--- config.mk ---
export PLATFORM = sky130hd
export DESIGN_NAME = vset_a_regs
export DESIGN_NICKNAME = d
export VERILOG_FILES = /design/src/vset_a_pkg.sv /design/src/vset_a_regs.sv
export VERILOG_INCLUDE_DIRS = /design/src /design/src/src
export SDC_FILE = /design/constraint.sdc
export NUM_CORES = 1
export LEC_CHECK = 0
export ABC_AREA = 1
export BUFFER_PORTS_ARGS = -buffer_cell sky130_fd_sc_hd__clkbuf_2
export CORE_MARGIN = 3
export CORE_UTILIZATION = 52
export DETAILED_ROUTE_END_ITERATION = 7
export GPL_TIMING_DRIVEN = 0
export MAX_ROUTING_LAYER = met4
export PLACE_DENSITY = 0.74
export SYNTH_ARGS = -nofsm -noshare
export SYNTH_HDL_FRONTEND = slang
export SYNTH_SLANG_ARGS = --single-unit
export TNS_END_PERCENT = 10
--- constraint.sdc ---
create_clock -name i_clock -period 2.8 [get_ports i_clock]
set_clock_uncertainty 0.1 [all_clocks]
set_input_delay 0.28 -clock i_clock [delete_from_list [all_inputs] [get_ports i_clock]]
set_output_delay 0.28 -clock i_clock [all_outputs]
set_load 0.005 [all_outputs]
--- src/vset_a_cfg.svh ---
// Offsets, field positions, reset values and fixed figures of the A-set register bank.
// Function
// RQ1 - Feedback select bits enable sources independently
// RQ2 - Software never writes all-zero feedback select
// RQ3 - Config bit5 zero keeps disabled-buck pulldown
// RQ4 - Buck A-set bit7: synchronous or sleep
// RQ5 - Core bucks: 0.30 V plus 10 mV steps
// RQ6 - Processor buck: 0.53 V plus 10 mV steps
// RQ7 - Memory, IO, peripheral: 0.80 V, 20 mV steps
// RQ8 - Linear A-set bit7: normal or sleep
// RQ9 - Linear three: 0.90 V plus 20 mV steps
// RQ10 - Linear seven, eight: 0.90 V floor, 50 mV
// RQ11 - Linear nine: code zero unused, 0.95 V floor
// RQ12 - Six-bit linear codes clamp at 3.60 V
// RQ13 - Buck mode 00 follows selected set sleep
// RQ14 - B-set sleep bit applies when B selected
// RQ15 - Reserved writes never change regulator behaviour
`ifndef VSET_A_CFG_SVH
`define VSET_A_CFG_SVH

// ----------------------------------------------------------------------------
// Register offsets
// ----------------------------------------------------------------------------
`define PERIPH_BUCK_CONFIG_ADDR 8'ha2
`define CORE2_BUCK_VOLT_SET_A_ADDR 8'ha3
`define CORE1_BUCK_VOLT_SET_A_ADDR 8'ha4
`define PROCESSOR_BUCK_VOLT_SET_A_ADDR 8'ha5
`define MEMORY_BUCK_VOLT_SET_A_ADDR 8'ha6
`define IO_BUCK_VOLT_SET_A_ADDR 8'ha7
`define PERIPHERAL_BUCK_VOLT_SET_A_ADDR 8'ha8
`define LINEAR_REG3_VOLT_SET_A_ADDR 8'hab
`define LINEAR_REG7_VOLT_SET_A_ADDR 8'haf
`define LINEAR_REG8_VOLT_SET_A_ADDR 8'hb0
`define LINEAR_REG9_VOLT_SET_A_ADDR 8'hb1
`define LINEAR_REG11_VOLT_SET_A_ADDR 8'hb3

// ----------------------------------------------------------------------------
// Field positions and writable masks
// ----------------------------------------------------------------------------
`define SLEEP_SEL_BIT 7
`define MODE_MSB 7
`define MODE_LSB 6
`define PULLDOWN_OFF_BIT 5
`define FEEDBACK_MSB 2
`define FEEDBACK_LSB 0
`define MASK_SEVEN_BIT_SET 8'hff
`define MASK_SIX_BIT_SET 8'hbf
`define MASK_PERIPH_CONFIG 8'he7

// ----------------------------------------------------------------------------
// Reset values
// ----------------------------------------------------------------------------
`define VOLT_SET_A_RESET 8'h00
`define PERIPH_CONFIG_RESET 8'h01

// ----------------------------------------------------------------------------
// Voltage scales in millivolts
// ----------------------------------------------------------------------------
`define CORE_BASE_MV 12'd300
`define PROC_BASE_MV 12'd530
`define WIDE_BUCK_BASE_MV 12'd800
`define LINREG3_BASE_MV 12'd900
`define FINE_STEP_MV 12'd10
`define COARSE_STEP_MV 12'd20
`define LINREG_STEP_MV 12'd50
`define LINREG_SIX_OFFSET_MV 12'd800
`define LINREG_FLOOR_MV 12'd900
`define LINREG9_FLOOR_MV 12'd950
`define LINREG_CEIL_MV 12'd3600
`define LINREG_FLOOR_CODE 6'h03
`define LINREG_CEIL_CODE 6'h38

`endif

--- src/vset_a_pkg.sv ---
// Types shared by the A-set register bank.
package vset_a_pkg;

    typedef struct packed {
        logic wr;
        logic rd;
        logic [7:0] addr;
        logic [7:0] wdata;
    } reg_req_t;

    typedef enum logic [2:0] {
        OP_SYNC = 3'b001,
        OP_SLEEP = 3'b010,
        OP_AUTO = 3'b100
    } buck_op_t;

    typedef enum logic [3:0] {
        SCALE_CORE = 4'b0001,
        SCALE_PROC = 4'b0010,
        SCALE_WIDE = 4'b0100,
        SCALE_LIN3 = 4'b1000
    } buck_scale_t;

endpackage : vset_a_pkg

--- src/vset_a_regs.sv ---
// A-set voltage and sleep register bank with peripheral buck configuration.
`include "vset_a_cfg.svh"

module vset_a_regs (
    // Clock and reset
    input wire logic i_clock,
    input wire logic i_sys_rst,
    // Register port from the serial control decoder
    input wire vset_a_pkg::reg_req_t i_reg_req,
    output logic [7:0] o_reg_rdata,
    // Set selection and B-set sleep bits, index 0..10 in bank order
    input wire logic [10:0] i_sel_b_set,
    input wire logic [10:0] i_b_sleep_sel,
    // Mode fields of the five other bucks, index 0..4 = core2..io
    input wire logic [4:0][1:0] i_buck_mode,
    // Regulator controls
    output vset_a_pkg::buck_op_t [5:0] o_buck_op,
    output logic [10:0][11:0] o_volt_a_mv,
    output logic [4:0] o_linreg_sleep,
    output logic o_periph_buck_pulldown_en,
    output logic [2:0] o_periph_buck_feedback_select
);

    // ------------------------------------------------------------------------
    // Storage
    // ------------------------------------------------------------------------
    logic [10:0][7:0] volt_set_a_r;
    logic [7:0] periph_config_r;
    logic [10:0] sleep_eff;
    logic [10:0][11:0] volt_nxt;
    logic [7:0] rdata_nxt;

    function automatic logic [3:0] slot_of(input logic [7:0] addr);
        case (addr)
            `CORE2_BUCK_VOLT_SET_A_ADDR: slot_of = 4'd0;
            `CORE1_BUCK_VOLT_SET_A_ADDR: slot_of = 4'd1;
            `PROCESSOR_BUCK_VOLT_SET_A_ADDR: slot_of = 4'd2;
            `MEMORY_BUCK_VOLT_SET_A_ADDR: slot_of = 4'd3;
            `IO_BUCK_VOLT_SET_A_ADDR: slot_of = 4'd4;
            `PERIPHERAL_BUCK_VOLT_SET_A_ADDR: slot_of = 4'd5;
            `LINEAR_REG3_VOLT_SET_A_ADDR: slot_of = 4'd6;
            `LINEAR_REG7_VOLT_SET_A_ADDR: slot_of = 4'd7;
            `LINEAR_REG8_VOLT_SET_A_ADDR: slot_of = 4'd8;
            `LINEAR_REG9_VOLT_SET_A_ADDR: slot_of = 4'd9;
            `LINEAR_REG11_VOLT_SET_A_ADDR: slot_of = 4'd10;
            default: slot_of = 4'd15;
        endcase
    endfunction : slot_of

    // Six-bit linear slots keep bit 6 as reserved and never store it.
    function automatic logic [7:0] mask_of(input logic [3:0] slot);
        if (slot >= 4'd7) begin
            mask_of = `MASK_SIX_BIT_SET;
        end else begin
            mask_of = `MASK_SEVEN_BIT_SET;
        end
    endfunction : mask_of

    // ------------------------------------------------------------------------
    // Register writes
    // ------------------------------------------------------------------------
    // Reserved addresses and bits are dropped here, so they read as zero and
    // cannot reach any regulator control.
    always_ff @(posedge i_clock) begin
        if (i_sys_rst) begin
            volt_set_a_r <= {11{`VOLT_SET_A_RESET}};
        end else if (i_reg_req.wr && slot_of(i_reg_req.addr) != 4'd15) begin
            volt_set_a_r[slot_of(i_reg_req.addr)] <=
                i_reg_req.wdata & mask_of(slot_of(i_reg_req.addr)); // RQ15
        end
    end

    always_ff @(posedge i_clock) begin
        if (i_sys_rst) begin
            periph_config_r <= `PERIPH_CONFIG_RESET;
        end else if (i_reg_req.wr && i_reg_req.addr == `PERIPH_BUCK_CONFIG_ADDR) begin
            periph_config_r <= i_reg_req.wdata & `MASK_PERIPH_CONFIG; // RQ15
        end
    end

    // ------------------------------------------------------------------------
    // Register reads
    // ------------------------------------------------------------------------
    always_comb begin
        rdata_nxt = 8'h00;
        if (i_reg_req.addr == `PERIPH_BUCK_CONFIG_ADDR) begin
            rdata_nxt = periph_config_r;
        end else if (slot_of(i_reg_req.addr) != 4'd15) begin
            rdata_nxt = volt_set_a_r[slot_of(i_reg_req.addr)];
        end
    end

    always_ff @(posedge i_clock) begin
        if (i_sys_rst) begin
            o_reg_rdata <= 8'h00;
        end else if (i_reg_req.rd) begin
            o_reg_rdata <= rdata_nxt;
        end
    end

    // ------------------------------------------------------------------------
    // Voltage decode
    // ------------------------------------------------------------------------
    function automatic logic [11:0] buck_mv(input vset_a_pkg::buck_scale_t scale,
                                            input logic [6:0] code);
        logic [11:0] c;
        c = {5'h00, code};
        case (scale)
            vset_a_pkg::SCALE_CORE: buck_mv = `CORE_BASE_MV + 12'(c * `FINE_STEP_MV); // RQ5
            vset_a_pkg::SCALE_PROC: buck_mv = `PROC_BASE_MV + 12'(c * `FINE_STEP_MV); // RQ6
            vset_a_pkg::SCALE_WIDE: buck_mv =
                `WIDE_BUCK_BASE_MV + 12'(c * `COARSE_STEP_MV); // RQ7
            vset_a_pkg::SCALE_LIN3: buck_mv =
                `LINREG3_BASE_MV + 12'(c * `COARSE_STEP_MV); // RQ9
            default: buck_mv = `CORE_BASE_MV;
        endcase
    endfunction : buck_mv

    // The floor differs only for linear nine, whose code zero is unused; it
    // is driven at the floor so a stray write still gives a safe level.
    function automatic logic [11:0] linreg_mv(input logic [5:0] code,
                                              input logic [11:0] floor_mv);
        logic [11:0] c;
        c = {6'h00, code};
        if (code < `LINREG_FLOOR_CODE) begin
            linreg_mv = floor_mv; // RQ10 RQ11
        end else if (code >= `LINREG_CEIL_CODE) begin
            linreg_mv = `LINREG_CEIL_MV; // RQ12
        end else begin
            linreg_mv = `LINREG_SIX_OFFSET_MV + 12'(c * `LINREG_STEP_MV); // RQ10
        end
    endfunction : linreg_mv

    always_comb begin
        volt_nxt[0] = buck_mv(vset_a_pkg::SCALE_CORE, volt_set_a_r[0][6:0]);
        volt_nxt[1] = buck_mv(vset_a_pkg::SCALE_CORE, volt_set_a_r[1][6:0]);
        volt_nxt[2] = buck_mv(vset_a_pkg::SCALE_PROC, volt_set_a_r[2][6:0]);
        volt_nxt[3] = buck_mv(vset_a_pkg::SCALE_WIDE, volt_set_a_r[3][6:0]);
        volt_nxt[4] = buck_mv(vset_a_pkg::SCALE_WIDE, volt_set_a_r[4][6:0]);
        volt_nxt[5] = buck_mv(vset_a_pkg::SCALE_WIDE, volt_set_a_r[5][6:0]);
        volt_nxt[6] = buck_mv(vset_a_pkg::SCALE_LIN3, volt_set_a_r[6][6:0]);
        volt_nxt[7] = linreg_mv(volt_set_a_r[7][5:0], `LINREG_FLOOR_MV);
        volt_nxt[8] = linreg_mv(volt_set_a_r[8][5:0], `LINREG_FLOOR_MV);
        volt_nxt[9] = linreg_mv(volt_set_a_r[9][5:0], `LINREG9_FLOOR_MV); // RQ11
        volt_nxt[10] = linreg_mv(volt_set_a_r[10][5:0], `LINREG_FLOOR_MV);
    end

    always_ff @(posedge i_clock) begin
        if (i_sys_rst) begin
            o_volt_a_mv <= '0;
        end else begin
            o_volt_a_mv <= volt_nxt;
        end
    end

    // ------------------------------------------------------------------------
    // Sleep and mode selection
    // ------------------------------------------------------------------------
    always_comb begin
        for (int i = 0; i < 11; i++) begin
            sleep_eff[i] = i_sel_b_set[i] ? i_b_sleep_sel[i] // RQ14
                                          : volt_set_a_r[i][`SLEEP_SEL_BIT]; // RQ4 RQ8
        end
    end

    function automatic vset_a_pkg::buck_op_t op_of(input logic [1:0] mode,
                                                   input logic sleep);
        case (mode)
            2'b00: op_of = sleep ? vset_a_pkg::OP_SLEEP : vset_a_pkg::OP_SYNC; // RQ13
            2'b01: op_of = vset_a_pkg::OP_SLEEP;
            2'b10: op_of = vset_a_pkg::OP_SYNC;
            default: op_of = vset_a_pkg::OP_AUTO;
        endcase
    endfunction : op_of

    always_ff @(posedge i_clock) begin
        if (i_sys_rst) begin
            for (int i = 0; i < 6; i++) begin
                o_buck_op[i] <= vset_a_pkg::OP_SYNC;
            end
        end else begin
            for (int i = 0; i < 5; i++) begin
                o_buck_op[i] <= op_of(i_buck_mode[i], sleep_eff[i]);
            end
            o_buck_op[5] <= op_of(periph_config_r[`MODE_MSB:`MODE_LSB], sleep_eff[5]);
        end
    end

    always_ff @(posedge i_clock) begin
        if (i_sys_rst) begin
            o_linreg_sleep <= 5'h00;
        end else begin
            o_linreg_sleep <= sleep_eff[10:6]; // RQ8
        end
    end

    // ------------------------------------------------------------------------
    // Peripheral buck pulldown and feedback
    // ------------------------------------------------------------------------
    // An all-zero feedback field is passed through unchanged; guarding it is
    // left to software since no safe substitute source is defined.
    always_ff @(posedge i_clock) begin
        if (i_sys_rst) begin
            o_periph_buck_pulldown_en <= 1'b1;
            o_periph_buck_feedback_select <= 3'(`PERIPH_CONFIG_RESET);
        end else begin
            o_periph_buck_pulldown_en <= ~periph_config_r[`PULLDOWN_OFF_BIT]; // RQ3
            o_periph_buck_feedback_select <=
                periph_config_r[`FEEDBACK_MSB:`FEEDBACK_LSB]; // RQ1
        end
    end

endmodule : vset_a_regs

==> Yosys cells after proc, flatten, opt, wreduce, memory -nomap -nowiden <==
Cells that the tools add are included.
{ "totals": {"output_inout_bits": 167, "inputBits": 52, "regBits": 261, "elab_cells": 168} }
{ "op_classes": {"eq_ne": 26, "n_addsub": 11, "bitwise_logic": 2, "multipliers": 11, "magnitude_cmp": 12, "mux": 48, "n_reduce_logical": 17} }
{ "op_table": {"columns": ["operator", "n"], "rows": [
  ["$add A10 B12 Y12 const A", 8],
  ["$eq A8 B8 Y1 const B", 12],
  ["$bwmux W88", 1],
  ["$mul A7 B3 Y10 const B", 7],
  ["$pmux W3 S3", 6],
  ["$mux W12", 4],
  ["$mux W8", 6],
  ["$mul A6 B5 Y11 const B", 4],
  ["$pmux W4 S11", 1],
  ["$mux W10", 4],
  ["$bmux W8 S4", 1],
  ["$demux W8 S4", 1],
  ["$add A9 B11 Y12 const A", 2],
  ["$ge A6 B6 Y1 const B", 4],
  ["$lt A6 B2 Y1 const B", 4],
  ["$mux W4", 6],
  ["$add A10 B11 Y12 const A", 1],
  ["$eq A2 B1 Y1 const B", 6],
  ["$eq A2 B2 Y1 const B", 6],
  ["$logic_not A2 Y1", 6],
  ["$mux W2", 6],
  ["$reduce_or A3 Y1", 4],
  ["$mux W1", 11],
  ["$lt A4 B5 Y1 const B", 2],
  ["8 further kinds", 14]
]} }

==> Logic depth before layout (Yosys ltp) <==
Gate-level depths: netlist of run 1.
{ "depth": {"depth_word": 13, "mapped_depth": 17, "ltp_nobuf": 16} }

==> Worst setup path after synthesis of run 1 <==
No wires, ideal clock.
{ "synth_timing": {"path_kind": "reg-to-reg", "start": "register volt_set_a_r[67] (netlist bit)", "end": "register o_volt_a_mv[107] (netlist bit)", "synth_period_minus_slack_ps": 2989, "path_buffers": 0, "t_required_ps": 2585, "setup_slack_ps": -189, "setup_time_ps": 115, "stages_incl_launch_ff": 14, "t_arrival_ps": 2774, "cell_sequence": "dfxtp_1 -> inv_1 -> ha_1 -> ha_1 -> ha_1 -> ha_1 -> a21oi_1 -> nand2_1 -> a21o_1 -> a21oi_1 -> xor2_1 -> nand2_1 -> xor2_1 -> o21a_1"} }
{ "synth_between": {"elab_chain_len": 3, "word_cells_on_any_way": 6, "cone_classes": "add/sub: 1; mul: 1; order compare: 2; mux: 1; reduce/logical: 1"} }
{ "synth_lines": {"columns": ["element", "line", "rtl"], "rows": [
  ["start, declared", "vset_a_regs.sv:27", "logic [10:0][7:0] volt_set_a_r;"],
  ["start signal, assigned", "vset_a_regs.sv:66", "volt_set_a_r <= {11{`VOLT_SET_A_RESET}};"],
  ["start signal, assigned by index", "vset_a_regs.sv:68", "volt_set_a_r[slot_of(i_reg_req.addr)] <="],
  ["$mul A6 B5 Y11 (no source line)", null, null],
  ["$add A10 B12 Y12 (no source line)", null, null],
  ["$mux W12", "vset_a_regs.sv:127", "end else if (code >= `LINREG_CEIL_CODE) begin"],
  ["end signal, assigned", "vset_a_regs.sv:152", "o_volt_a_mv <= volt_nxt;"],
  ["end, declared", "vset_a_regs.sv:18", "output logic [10:0][11:0] o_volt_a_mv,"]
]} }
Parallel ways exist; a longest one is shown, timed or not.
A chain may end at the register's enable or synchronous reset.

==> Final worst setup path of run 1 <==
{ "layout_timing": {"start": "register volt_set_a_r[64] (netlist bit)", "end": "register o_volt_a_mv[107] (netlist bit)"} }
The elaborated chain is that of the path after synthesis.

==> results of run 1 <==
## routing by layer
metal | vias to the layer above | GRT usage [%]
met2 | 474 | 49.7
met1 | 6245 | 33.7
met5 | - | -
met4 | 0 | 9.59
met3 | 99 | 3.74
li1 | 6551 | -
## worst max-delay path, cell delays in order (launching register included)
cell                      delay [ps]
sky130_fd_sc_hd__dfxtp_4         370
sky130_fd_sc_hd__inv_1            70
sky130_fd_sc_hd__ha_1            300
sky130_fd_sc_hd__ha_1            280
sky130_fd_sc_hd__ha_2            180
sky130_fd_sc_hd__inv_1            60
sky130_fd_sc_hd__fa_2            520
sky130_fd_sc_hd__inv_1            50
sky130_fd_sc_hd__ha_1            210
sky130_fd_sc_hd__nand2_1         140
sky130_fd_sc_hd__nand3_2          90
sky130_fd_sc_hd__nand2_1          90
sky130_fd_sc_hd__xor2_1          190
sky130_fd_sc_hd__o21a_1          140
## cell type report
| class | instances | share of cell area [%] |
|---|---|---|
| diodes | 1 | 0.0140 |
| multi-input cells | 1249 | 47.3 |
| flip-flops and latches | 246 | 27.9 |
| clock buffers | 34 | 4.09 |
| inverters | 259 | 5.51 |
| clock inverters | 14 | 1.46 |
| well taps | 335 | 2.34 |
| plain buffers | 76 | 2.37 |
| repair buffers | 267 | 8.98 |
## state kept, by name, summed over array words and instances (netlist names)
signal / flops
o_linreg_sleep: 5
o_reg_rdata: 8
periph_config_r: 6
o_volt_a_mv: 117
o_buck_op: 18
o_periph_buck_pulldown_en: 1
volt_set_a_r: 88
o_periph_buck_feedback_select: 3
## kinds of logic after synthesis
kind of cell	Yosys count	share of synthesized area, %
AOI/OAI and AO/OA	390	14.4
xor gates and xnor gates	53	3.29
adders and majority gates	204	18.7
buffers and inverters	335	9.82
DFF	246	34.9
other	1	0.0265
and+or+nand+nor	585	19.0
## layout by cell type, fill, tap and decap left out, types with 4 or more instances in the layout
| cell type | netlist | routed |
|---|---|---|
| sky130_fd_sc_hd__dlygate4sd3_1 | 0 | 43 |
| sky130_fd_sc_hd__ha_4 | 0 | 34 |
| sky130_fd_sc_hd__a21oi_2 | 0 | 9 |
| sky130_fd_sc_hd__xnor2_1 | 15 | 9 |
| sky130_fd_sc_hd__ha_1 | 193 | 153 |
| sky130_fd_sc_hd__nand2_1 | 271 | 267 |
| sky130_fd_sc_hd__xnor2_2 | 0 | 6 |
| sky130_fd_sc_hd__bufinv_16 | 0 | 7 |
| sky130_fd_sc_hd__xor2_1 | 38 | 36 |
| sky130_fd_sc_hd__o21ai_2 | 1 | 5 |
| sky130_fd_sc_hd__nand2_2 | 9 | 13 |
| sky130_fd_sc_hd__clkbuf_1 | 28 | 29 |
| sky130_fd_sc_hd__conb_1 | 1 | 17 |
| sky130_fd_sc_hd__buf_1 | 5 | 5 |
| sky130_fd_sc_hd__nand4_1 | 30 | 30 |
| sky130_fd_sc_hd__clkbuf_16 | 0 | 27 |
| sky130_fd_sc_hd__nor2_1 | 143 | 141 |
| sky130_fd_sc_hd__a21oi_1 | 206 | 197 |
| sky130_fd_sc_hd__dfxtp_1 | 246 | 220 |
| sky130_fd_sc_hd__buf_4 | 18 | 40 |
| sky130_fd_sc_hd__dfxtp_4 | 0 | 15 |
| sky130_fd_sc_hd__nor2_2 | 4 | 6 |
| sky130_fd_sc_hd__nand3_1 | 73 | 71 |
| sky130_fd_sc_hd__buf_2 | 20 | 20 |
| sky130_fd_sc_hd__o21ai_0 | 146 | 138 |
| sky130_fd_sc_hd__or2_2 | 7 | 6 |
| sky130_fd_sc_hd__o21a_1 | 7 | 7 |
| sky130_fd_sc_hd__nor2_4 | 4 | 4 |
| sky130_fd_sc_hd__dfxtp_2 | 0 | 11 |
| sky130_fd_sc_hd__o21ai_1 | 7 | 11 |
| sky130_fd_sc_hd__inv_2 | 10 | 17 |
| sky130_fd_sc_hd__ha_2 | 0 | 6 |
| sky130_fd_sc_hd__nand3_2 | 16 | 18 |
| sky130_fd_sc_hd__nor3_1 | 16 | 16 |
| sky130_fd_sc_hd__fa_1 | 11 | 8 |
| sky130_fd_sc_hd__a21o_1 | 7 | 7 |
| sky130_fd_sc_hd__buf_6 | 5 | 5 |
| sky130_fd_sc_hd__a31oi_1 | 5 | 5 |
| sky130_fd_sc_hd__inv_1 | 248 | 237 |
| sky130_fd_sc_hd__clkbuf_2 | 0 | 204 |
## per-stage QoR
step / power, µW / instance area [µm²] / setup slack [ps] / TNS (ps)
5_1_grt: 8300 / 17900 / -178 / -1180
3_3_place_gp: 4130 / 15700 / -326 / -2560
4_1_cts: 8090 / 17700 / -5.77 / -7.13
6_report: 8060 / 17900 / -54.7 / -142
3_5_place_dp: 4140 / 15700 / -316 / -2720
2_1_floorplan: 3910 / 14300 / -47.6 / -121
## timing repair
| action | CTS | global route |
|---|---|---|
| pin swaps | 19 | 22 |
| setup endpoints to repair | 19 | 21 |
| hold endpoints to repair | 33 | 0 |
| gates resized for setup | 84 | 47 |
| hold buffers | 43 | 0 |
| setup buffers | 14 | 8 |
## where the power goes
group          total (µW)  switching (µW)  internal (µW)
registers            3570            19.8           3550
logic                 547             338            209
clock network        3950            1450           2490
## final timing paths
check	slack [ps]	to	cells past startpoint	startpoint
max	-50	o_volt_a_mv[107]$_SDFF_PP0_	13	volt_set_a_r[64]$_SDFFE_PP0P_
min reg2reg	280	o_periph_buck_pulldown_en$_SDFF_PP1_	1	periph_config_r[5]$_SDFFE_PP0P_
max reg2reg	-50	o_volt_a_mv[107]$_SDFF_PP0_	13	volt_set_a_r[64]$_SDFFE_PP0P_
min	10	o_buck_op[4]$_SDFF_PP0_	3	i_b_sleep_sel[1]
==> qor.json, run 1 <==
{
  "final_critical_path_setup_slack": {"value": -54.7, "unit": "ps"},
  "totalWireLength": {"value": 42200, "unit": "µm"},
  "outcome": {"value": "complete, but fails checks"},
  "global_route.overflow_total": {"value": 0},
  "placement.io_buffers": {"value": 202},
  "wl_per_cell": {"value": 17.0, "unit": "µm"},
  "synth_top_area_share": {"value": 34.9, "unit": "%"},
  "ys_types": {"value": 44},
  "routabilityCongestion": {"value": 0.945},
  "yosysWarnings": {"value": 0},
  "worst_setup_hold_path_clk_slew": {"value": 60, "unit": "ps"},
  "core-area": {"value": 26400, "unit": "µm²"},
  "required": {"value": 3180, "unit": "ps"},
  "post_synth_most_frequent_cells": {"value": "sky130_fd_sc_hd__nand2_1, sky130_fd_sc_hd__inv_1, sky130_fd_sc_hd__dfxtp_1"},
  "first_pass_grt_wire_length": {"value": 64300, "unit": "µm"},
  "synthArstFlopShare": {"value": 0, "unit": "%"},
  "worst_slew_pin_slew": {"value": 995, "unit": "ps"},
  "syn_avg_cell_area": {"value": 7.79, "unit": "µm²"},
  "pwr_density_cell": {"value": 451, "unit": "nW/µm²"},
  "post_layout_nonfiller_instances": {"value": 2481},
  "worstHoldPathType": {"value": "in2reg"},
  "max-vdd-ir-drop": {"value": 425, "unit": "µV"},
  "cts.sink_count": {"value": 246},
  "initial_utilization": {"value": 53.6, "unit": "%"},
  "drt-pass1-iter-count": {"value": 5},
  "filler_cell_count": {"value": 2138},
  "period_share": {"value": 102, "unit": "%"},
  "power.leakage": {"value": 0.00888, "unit": "µW"},
  "synthToLayoutAreaGrowth": {"value": 26.6, "unit": "%"},
  "tritoncts.num_buffers": {"value": 27},
  "number_of_violations_reported_at_the_end_of_detailed_routing_iteration_0": {"value": 952},
  "top_signal_layer_used": {"value": "met4"},
  "violations": {"value": "negative setup slack"},
  "drt-met1-wl": {"value": 17400, "unit": "µm"},
  "grt_start_max_net_pins": {"value": 14},
  "std_cell_rows": {"value": 59},
  "fmaxAchievable": {"value": 350, "unit": "MHz"},
  "multi_input_comb_area": {"value": 8460, "unit": "µm²"},
  "slew_viol_final": {"value": 0},
  "grt_antenna_before_repair": {"value": 0},
  "maxCapViolations": {"value": 0},
  "clock_tree.htree_level_count": {"value": 1},
  "vias_per_cell": {"value": 5.39},
  "yosysMostFrequentCell": {"value": "sky130_fd_sc_hd__nand2_1"},
  "post-route-drc-count": {"value": 0},
  "layout.core_utilization": {"value": 67.9, "unit": "%"},
  "die_area": {"value": 29200, "unit": "µm²"},
  "synth.top_cells.by_area": {"value": "sky130_fd_sc_hd__dfxtp_1, sky130_fd_sc_hd__ha_1, sky130_fd_sc_hd__a21oi_1, sky130_fd_sc_hd__nand2_1, sky130_fd_sc_hd__inv_1"},
  "layout-drive-gt1-share": {"value": 22.6, "unit": "%"},
  "tritoncts": {"value": "yes"},
  "ws_path_type": {"value": "reg2reg"},
  "design.portCount": {"value": 219},
  "max_slew_margin": {"value": 33.6, "unit": "%"},
  "mappedNetlistArea": {"value": 14100, "unit": "µm²"},
  "clock-root-buffer": {"value": "sky130_fd_sc_hd__clkbuf_16"},
  "seqCellArea": {"value": 4990, "unit": "µm²"},
  "grt_setup_unrepaired": {"value": "yes"},
  "route.antenna.remaining_nets": {"value": 0},
  "die-height": {"value": 171, "unit": "µm"},
  "synth_ff_type": {"value": "sky130_fd_sc_hd__dfxtp_1"},
  "routed-wl-met2": {"value": 20600, "unit": "µm"},
  "hold_slack": {"value": 12.7, "unit": "ps"},
  "fp.dieW": {"value": 171, "unit": "µm"},
  "vias": {"value": 13369},
  "timing.final.setup_violations": {"value": 5},
  "globalRouteTotalUtil": {"value": 28.4, "unit": "%"},
  "ys_ff_latch": {"value": 246},
  "synth.largest_area_cell": {"value": "sky130_fd_sc_hd__dfxtp_1"},
  "post-place-cells": {"value": 2367},
  "finish.net_count": {"value": 2382},
  "seq_area_frac_synth": {"value": 34.9, "unit": "%"},
  "fin_crit": {"value": 2850, "unit": "ps"},
  "worst_setup_path_start_kind": {"value": "flop"},
  "critPathArrivalTime": {"value": 3240, "unit": "ps"},
  "worstSetupEndpointType": {"value": "flop"},
  "first_global_vias": {"value": 12649},
  "worstSkewPairLatency": {"value": 550, "unit": "ps"},
  "top_fanout_value_on_the_critical_path": {"value": 4},
  "place_hpwl": {"value": 30700, "unit": "µm"},
  "syn-instance-count": {"value": 1814},
  "cts_buffer_depth": {"value": 3},
  "final-hold-violation-count": {"value": 0},
  "synth_enable_flop_cells": {"value": 0},
  "met3WireLength": {"value": 2730, "unit": "µm"}
}
No activity file was read; power rests on OpenSTA's default activity.
==> inputs of run 2 (changes only) <==
REMOVE_ABC_BUFFERS = 1   (was not set)
==> run 2 against run 1 <==
Net effect: the run still ends with negative setup slack left; hold slack better by 17 ps; count of clock-buffer cells in the layout up 2; critical endpoint unchanged; global-route usage down 3.3 points; die area unchanged; largest cell class unchanged; total power down 3.6%; via count down 3.6%; sequential share of layout area up 0.41 points.
==> qor.json, run 2 (synthesis results as in run 1) <==
{
  "final-hold-violation-count": {"value": 0, "change": "unchanged"},
  "core-area": {"value": 26400, "unit": "µm²", "change": "unchanged"},
  "die_area": {"value": 29200, "unit": "µm²", "change": "unchanged"},
  "post-route-drc-count": {"value": 0, "change": "unchanged"},
  "regToRegSetupSlack": {"value": -140, "unit": "ps", "change": "-90 ps"},
  "met3WireLength": {"value": 2340, "unit": "µm", "change": "-14%"},
  "power_frac_comb": {"value": 6.0, "unit": "%", "change": "-0.8 points"},
  "period_share": {"value": 105, "unit": "%", "change": "+3.1 points"},
  "slew_viol_final": {"value": 0, "change": "unchanged"},
  "fmaxAchievable": {"value": 340, "unit": "MHz", "change": "-2.9%"},
  "vias": {"value": 12886, "change": "-3.6%"},
  "post_layout_nonfiller_instances": {"value": 2419, "change": "-2.5%"},
  "route.antenna.remaining_nets": {"value": 0, "change": "unchanged"},
  "required": {"value": 3120, "unit": "ps", "change": "-60 ps"},
  "power.share.switching": {"value": 22.8, "unit": "%", "change": "+0.31 points"},
  "die-height": {"value": 171, "unit": "µm", "change": "unchanged"},
  "worst_setup_hold_path_clk_slew": {"value": 60, "unit": "ps", "change": "about the same"},
  "top_fanout_value_on_the_critical_path": {"value": 4, "change": "unchanged"},
  "clock-root-buffer": {"value": "sky130_fd_sc_hd__clkbuf_16"},
  "maxCapViolations": {"value": 0, "change": "unchanged"},
  "layout-drive-gt1-share": {"value": 22.9, "unit": "%", "change": "+0.35 points"},
  "most-common-layout-cells": {"value": "sky130_fd_sc_hd__nand2_1, sky130_fd_sc_hd__inv_1, sky130_fd_sc_hd__dfxtp_1"},
  "design.portCount": {"value": 219, "change": "unchanged"},
  "grt_antenna_before_repair": {"value": 1, "change": "+1"},
  "ws_path_type": {"value": "reg2reg"},
  "tritoncts": {"value": "yes"},
  "vias_per_cell": {"value": 5.33, "change": "-1.1%"},
  "first_pass_grt_wire_length": {"value": 58700, "unit": "µm", "change": "-8.6%"},
  "drt-met1-wl": {"value": 15400, "unit": "µm", "change": "-11%"},
  "number_of_violations_reported_at_the_end_of_detailed_routing_iteration_0": {"value": 1019, "change": "+7.0%"},
  "routabilityCongestion": {"value": 0.930, "change": "-1.7%"},
  "worstHoldPathType": {"value": "in2reg"},
  "largest_register_ffs": {"value": 117, "change": "unchanged"},
  "fin_tns_setup": {"value": -295, "unit": "ps", "change": "-152 ps"},
  "top_regs": {"value": "o_volt_a_mv: 117 flops, volt_set_a_r: 88 flops, o_buck_op: 18 flops"},
  "wl_per_cell": {"value": 15.5, "unit": "µm", "change": "-9.0%"},
  "worstSetupEndpointType": {"value": "flop"},
  "intPower": {"value": 6000, "unit": "µW", "change": "-4.0%"},
  "routed-wl-met2": {"value": 18300, "unit": "µm", "change": "-11%"},
  "violations": {"value": "negative setup slack"},
  "std_cell_rows": {"value": 59, "change": "unchanged"},
  "cts.sink_count": {"value": 246, "change": "unchanged"},
  "pwr_density_cell": {"value": 441, "unit": "nW/µm²", "change": "-2.2%"},
  "worst_setup_path_start_kind": {"value": "flop"},
  "fp.dieW": {"value": 171, "unit": "µm", "change": "unchanged"},
  "rr_endpoint": {"value": "o_volt_a_mv[107]$_SDFF_PP0_"},
  "worst_hold_path.endpoint": {"value": "o_buck_op[13]$_SDFF_PP0_"},
  "top_signal_layer_used": {"value": "met4"},
  "critPathArrivalTime": {"value": 3260, "unit": "ps", "change": "+20 ps"},
  "global_route.overflow_total": {"value": 0, "change": "unchanged"},
  "placement.io_buffers": {"value": 203, "change": "+0.50%"},
  "pwr-share-clk": {"value": 48.1, "unit": "%", "change": "-0.9 points"},
  "rr_worst_depth": {"value": 13, "change": "unchanged"},
  "layout.cells.most_common": {"value": "sky130_fd_sc_hd__nand2_1"},
  "post-place-cells": {"value": 2293, "change": "-3.1%"},
  "finish.net_count": {"value": 2318, "change": "-2.7%"},
  "worst_slew_pin_slew": {"value": 982, "unit": "ps", "change": "-13.4 ps"},
  "grt_setup_unrepaired": {"value": "yes"},
  "power.leakage": {"value": 0.00869, "unit": "µW", "change": "-2.1%"},
  "worstSkewPairLatency": {"value": 540, "unit": "ps", "change": "about the same"},
  "globalRouteTotalUtil": {"value": 25.1, "unit": "%", "change": "-3.3 points"},
  "drt-pass1-iter-count": {"value": 5, "change": "unchanged"},
  "pre_cts_ws": {"value": -511, "unit": "ps", "change": "-195 ps"},
  "synthToLayoutAreaGrowth": {"value": 24.9, "unit": "%"},
  "timing.final.setup_violations": {"value": 6, "change": "+1"},
  "holdPathStages": {"value": 4, "change": "+1"},
  "fin_crit": {"value": 2940, "unit": "ps", "change": "+85.8 ps"},
  "power.sequential.fraction": {"value": 45.9, "unit": "%", "change": "+1.6 points"},
  "final_critical_path_setup_slack": {"value": -141, "unit": "ps", "change": "-85.8 ps"},
  "first_global_vias": {"value": 12269, "change": "-3.0%"},
  "regToRegStartpoint": {"value": "volt_set_a_r[66]$_SDFFE_PP0P_"},
  "grt_start_max_net_pins": {"value": 145, "change": "+131"},
  "totalPowerFinal": {"value": 7770, "unit": "µW", "change": "-3.6%"},
  "place_hpwl": {"value": 25100, "unit": "µm", "change": "-18%"},
  "tritoncts.num_buffers": {"value": 27, "change": "unchanged"},
  "max-vdd-ir-drop": {"value": 413, "unit": "µV", "change": "-2.9%"},
  "outcome": {"value": "complete, but fails checks"},
  "initial_utilization": {"value": 53.6, "unit": "%", "change": "unchanged"},
  "net-switching-power": {"value": 1770, "unit": "µW", "change": "-2.2%"},
  "max_slew_margin": {"value": 34.5, "unit": "%", "change": "+0.89 points"},
  "clock_tree.htree_level_count": {"value": 1, "change": "unchanged"},
  "largest_register": {"value": "o_volt_a_mv"},
  "totalWireLength": {"value": 37400, "unit": "µm", "change": "-11%"},
  "min_from": {"value": "i_b_sleep_sel[4]"},
  "cts_buffer_depth": {"value": 3, "change": "unchanged"}
}
run 2: worst max path at each step:
stage          slack, ps                                           to                     startpoint
6_report            -140                  o_volt_a_mv[107]$_SDFF_PP0_  volt_set_a_r[66]$_SDFFE_PP0P_
5_1_grt             -200                  o_volt_a_mv[107]$_SDFF_PP0_  volt_set_a_r[66]$_SDFFE_PP0P_
3_3_place_gp       -3700  o_periph_buck_feedback_select[0]$_SDFF_PP1_                      i_sys_rst
4_1_cts              0.4                   o_volt_a_mv[95]$_SDFF_PP0_  volt_set_a_r[57]$_SDFFE_PP0P_
2_1_floorplan       -190                  o_volt_a_mv[107]$_SDFF_PP0_  volt_set_a_r[67]$_SDFFE_PP0P_
3_5_place_dp        -510                  o_volt_a_mv[107]$_SDFF_PP0_  volt_set_a_r[66]$_SDFFE_PP0P_
run 2: routing by layer:
metal  global-route usage [%]  up-vias
met4                     9.10        0
met5                        -        -
met3                     3.81      116
met1                     29.7     5905
met2                     43.4      451
li1                         -     6414
run 2: layout make-up:
class	count	area [µm²]
clock inverter	13	155
antenna	2	5.00
sequential	246	5000
fill	2109	8720
inverter	259	991
timing repair buffer	279	1700
tap	335	419
clock buffer	36	800
multi-input combinational	1249	8570
run 2: power groups by stage:
stage,combinational (µW),clock [µW],sequential (µW)
after floorplan,194,0,3660
after CTS,459,3800,3570
final,470,3740,3570
after global routing,518,3930,3570
after detailed placement,409,0,3660
after global placement,410,0,3660
run 2: timing repair:
| action | 4_1_cts | 5_1_grt |
|---|---|---|
| endpoints found under the hold margin | 24 | 0 |
| setup buffers | 21 | 16 |
| gates resized for setup | 114 | 42 |
| hold buffers | 38 | 0 |
| setup endpoints to repair | 17 | 20 |
| pin swaps | 24 | 36 |
run 2: metrics by stage:
| step | utilization (%) | hold WS (ps) | cell area (µm²) |
|---|---|---|---|
| 3_5_place_dp | 57.8 | 281 | 15200 |
| 5_1_grt | 66.9 | 33.8 | 17600 |
| 3_3_place_gp | 57.7 | 281 | 15200 |
| 6_report | 66.9 | 29.7 | 17600 |
| 4_1_cts | 65.6 | 4.27 | 17300 |
| 2_1_floorplan | - | 247 | 13800 |
run 2: worst max-delay path, stage by stage, from the launching register on:
cell,delay [ps]
sky130_fd_sc_hd__dfxtp_4,390
sky130_fd_sc_hd__inv_4,40
sky130_fd_sc_hd__ha_4,270
sky130_fd_sc_hd__ha_4,200
sky130_fd_sc_hd__ha_4,270
sky130_fd_sc_hd__ha_4,210
sky130_fd_sc_hd__a21oi_2,180
sky130_fd_sc_hd__nand2_1,130
sky130_fd_sc_hd__a21o_1,210
sky130_fd_sc_hd__a21oi_2,190
sky130_fd_sc_hd__xor2_2,190
sky130_fd_sc_hd__nand2_1,90
sky130_fd_sc_hd__xor2_1,170
sky130_fd_sc_hd__o21a_1,190
==> inputs of run 3 (changes only) <==
CAP_MARGIN = 20   (was not set)
CORE_UTILIZATION = 54   (was 52)
CTS_BUF_LIST = sky130_fd_sc_hd__clkbuf_4 sky130_fd_sc_hd__clkbuf_8   (was not set)
PLACE_DENSITY = 0.76   (was 0.74)
==> run 3 against run 2 <==
Net effect: the run still ends with negative setup slack left; critical endpoint is now o_volt_a_mv[131]$_SDFF_PP0_; flip-flop and latch count unchanged; count of clock-buffer cells in the layout up 30; largest cell class unchanged; final area down 0.65%.
==> qor.json, run 3 (synthesis results as in run 1) <==
{
  "outcome": {"value": "complete, but fails checks"},
  "violations": {"value": "negative setup slack"},
  "grt_setup_unrepaired": {"value": "yes"},
  "maxCapViolations": {"value": 0, "change": "unchanged"},
  "worstSkewPairLatency": {"value": 560, "unit": "ps", "change": "+20 ps"},
  "layout-drive-gt1-share": {"value": 23.4, "unit": "%", "change": "+0.47 points"},
  "max_slew_margin": {"value": 34.2, "unit": "%", "change": "-0.38 points"},
  "vias_per_cell": {"value": 5.37, "change": "+0.79%"},
  "wl_per_cell": {"value": 15.9, "unit": "µm", "change": "+3.0%"},
  "clock_tree.htree_level_count": {"value": 2, "change": "+1"},
  "fin_crit": {"value": 2940, "unit": "ps", "change": "-4.80 ps"},
  "critPathArrivalTime": {"value": 3340, "unit": "ps", "change": "+80 ps"},
  "routabilityCongestion": {"value": 0.895, "change": "-3.8%"},
  "clock-root-buffer": {"value": "sky130_fd_sc_hd__clkbuf_8"},
  "synthToLayoutAreaGrowth": {"value": 24.0, "unit": "%"},
  "worst_setup_path_start_kind": {"value": "flop"},
  "number_of_violations_reported_at_the_end_of_detailed_routing_iteration_0": {"value": 940, "change": "-7.8%"},
  "slew_viol_final": {"value": 0, "change": "unchanged"},
  "grt_antenna_before_repair": {"value": 1, "change": "unchanged"},
  "period_share": {"value": 105, "unit": "%", "change": "-0.17 points"},
  "post-route-drc-count": {"value": 0, "change": "unchanged"},
  "first_pass_grt_wire_length": {"value": 61700, "unit": "µm", "change": "+5.1%"},
  "grt_start_max_net_pins": {"value": 145, "change": "unchanged"},
  "ws_path_type": {"value": "reg2reg"},
  "place_hpwl": {"value": 25200, "unit": "µm", "change": "+0.53%"},
  "design_area": {"value": 17500, "unit": "µm²", "change": "-0.65%"},
  "tritoncts.num_buffers": {"value": 43, "change": "+59%"},
  "fp.dieW": {"value": 168, "unit": "µm", "change": "-1.8%"},
  "vias": {"value": 13031, "change": "+1.1%"},
  "pwr_density_cell": {"value": 441, "unit": "nW/µm²", "change": "about the same"},
  "max-vdd-ir-drop": {"value": 395, "unit": "µV", "change": "-4.4%"},
  "tritoncts": {"value": "yes"},
  "drt-pass1-iter-count": {"value": 5, "change": "unchanged"},
  "final_critical_path_setup_slack": {"value": -136, "unit": "ps", "change": "+4.80 ps"},
  "required": {"value": 3200, "unit": "ps", "change": "+80 ps"},
  "first_global_vias": {"value": 12912, "change": "+5.2%"},
  "die-height": {"value": 168, "unit": "µm", "change": "-1.8%"},
  "cts_buffer_depth": {"value": 3, "change": "unchanged"},
  "finish.net_count": {"value": 2319, "change": "+0.043%"},
  "globalRouteTotalUtil": {"value": 26.9, "unit": "%", "change": "+1.8 points"},
  "global_route.overflow_total": {"value": 0, "change": "unchanged"},
  "layout.cells.most_common": {"value": "sky130_fd_sc_hd__nand2_1"},
  "worstHoldPathType": {"value": "in2reg"},
  "worst_setup_hold_path_clk_slew": {"value": 60, "unit": "ps", "change": "about the same"},
  "placement.io_buffers": {"value": 203, "change": "unchanged"},
  "core-area": {"value": 25500, "unit": "µm²", "change": "-3.3%"},
  "design.portCount": {"value": 219, "change": "unchanged"},
  "final-hold-violation-count": {"value": 0, "change": "unchanged"},
  "timing.final.setup_violations": {"value": 7, "change": "+1"},
  "worst_slew_pin_slew": {"value": 988, "unit": "ps", "change": "+5.72 ps"},
  "placed_area": {"value": 15200, "unit": "µm²", "change": "about the same"},
  "initial_utilization": {"value": 55.5, "unit": "%", "change": "+1.9 points"},
  "post_layout_nonfiller_instances": {"value": 2427, "change": "+0.33%"},
  "route.antenna.remaining_nets": {"value": 0, "change": "unchanged"},
  "top_fanout_value_on_the_critical_path": {"value": 4, "change": "unchanged"},
  "top_regs": {"value": "o_volt_a_mv: 117 flops, volt_set_a_r: 88 flops, o_buck_op: 18 flops"},
  "std_cell_rows": {"value": 58, "change": "-1.7%"},
  "power.leakage": {"value": 0.00865, "unit": "µW", "change": "-0.46%"},
  "most-common-layout-cells": {"value": "sky130_fd_sc_hd__nand2_1, sky130_fd_sc_hd__inv_1, sky130_fd_sc_hd__dfxtp_1"},
  "fmaxAchievable": {"value": 341, "unit": "MHz", "change": "+0.16%"},
  "largest_register": {"value": "o_volt_a_mv"},
  "cts.sink_count": {"value": 246, "change": "unchanged"},
  "totalWireLength": {"value": 38700, "unit": "µm", "change": "+3.3%"},
  "die_area": {"value": 28100, "unit": "µm²", "change": "-3.6%"},
  "post-place-cells": {"value": 2288, "change": "-0.22%"},
  "worstSetupEndpointType": {"value": "flop"},
  "largest_register_ffs": {"value": 117, "change": "unchanged"}
}
[run 3: worst paths after layout]
kind                                                 startpoint                                   end  slack, ps  depth (start not counted)
worst min-delay path                              i_reg_req[16]           o_reg_rdata[4]$_SDFFE_PP0P_         70                          3
worst max register to register    volt_set_a_r[82]$_SDFFE_PP0P_           o_volt_a_mv[131]$_SDFF_PP0_       -140                         14
worst max-delay path              volt_set_a_r[82]$_SDFFE_PP0P_           o_volt_a_mv[131]$_SDFF_PP0_       -140                         14
worst min register to register  periph_config_r[5]$_SDFFE_PP0P_  o_periph_buck_pulldown_en$_SDFF_PP1_        290                          1
[run 3: cell type report]
type / instances / area [µm²]
multi-input combinational: 1249 / 8550
fill: 2044 / 7950
sequential: 246 / 5000
timing repair buffer: 264 / 1590
inverter: 259 / 993
clock buffer: 66 / 858
tap: 330 / 413
clock inverter: 12 / 118
antenna: 1 / 2.50
[run 3: metrics by stage]
step           hold WS [ps]  total power (µW)  worst slack (ps)  setup TNS (ps)  util [%]
2_1_floorplan           247              3860              -189            -629         -
3_3_place_gp            276              4070             -3580         -490210      59.7
3_5_place_dp            280              4070              -503           -4520      59.8
4_1_cts                33.5              7750             -38.2           -88.3      67.8
5_1_grt                49.3              7990              -218           -1680      68.8
6_report               67.8              7720              -136            -391      68.8
[run 3: power breakdown]
part	total, µW	internal (µW)	leakage, µW	switching (µW)
Clock	3680	2140	0.000510	1530
Combinational	480	183	0.00612	297
Sequential	3570	3550	0.00202	20.3
[run 3: worst max-delay path, stage by stage (launching register included)]
cell                         delay (ps)
sky130_fd_sc_hd__dfxtp_4            390
sky130_fd_sc_hd__clkinvlp_4         120
sky130_fd_sc_hd__ha_4               280
sky130_fd_sc_hd__ha_4               200
sky130_fd_sc_hd__ha_4               240
sky130_fd_sc_hd__ha_4               240
sky130_fd_sc_hd__a21oi_4            130
sky130_fd_sc_hd__nand2_2             90
sky130_fd_sc_hd__buf_4              150
sky130_fd_sc_hd__xnor2_2            210
sky130_fd_sc_hd__nand2_2             80
sky130_fd_sc_hd__or2_4              260
sky130_fd_sc_hd__nand2_2             60
sky130_fd_sc_hd__xor2_1             190
sky130_fd_sc_hd__o21a_1             140
[run 3: layer usage]
| layer | wire length (µm) | GRT usage (%) | vias to the layer above |
|---|---|---|---|
| li1 | - | - | 6411 |
| met1 | 15600 | 32.0 | 6006 |
| met2 | 19000 | 45.3 | 487 |
| met3 | 2580 | 5.08 | 127 |
| met4 | 1450 | 10.6 | 0 |
| met5 | 0 | - | - |
[run 3: timing repair]
item | in CTS | in global routing
endpoints found under the hold margin | 25 | 0
setup buffers | 19 | 1
endpoints found under the setup margin | 18 | 18
hold buffers | 40 | 0
resized for setup | 104 | 57
pin swaps | 27 | 20
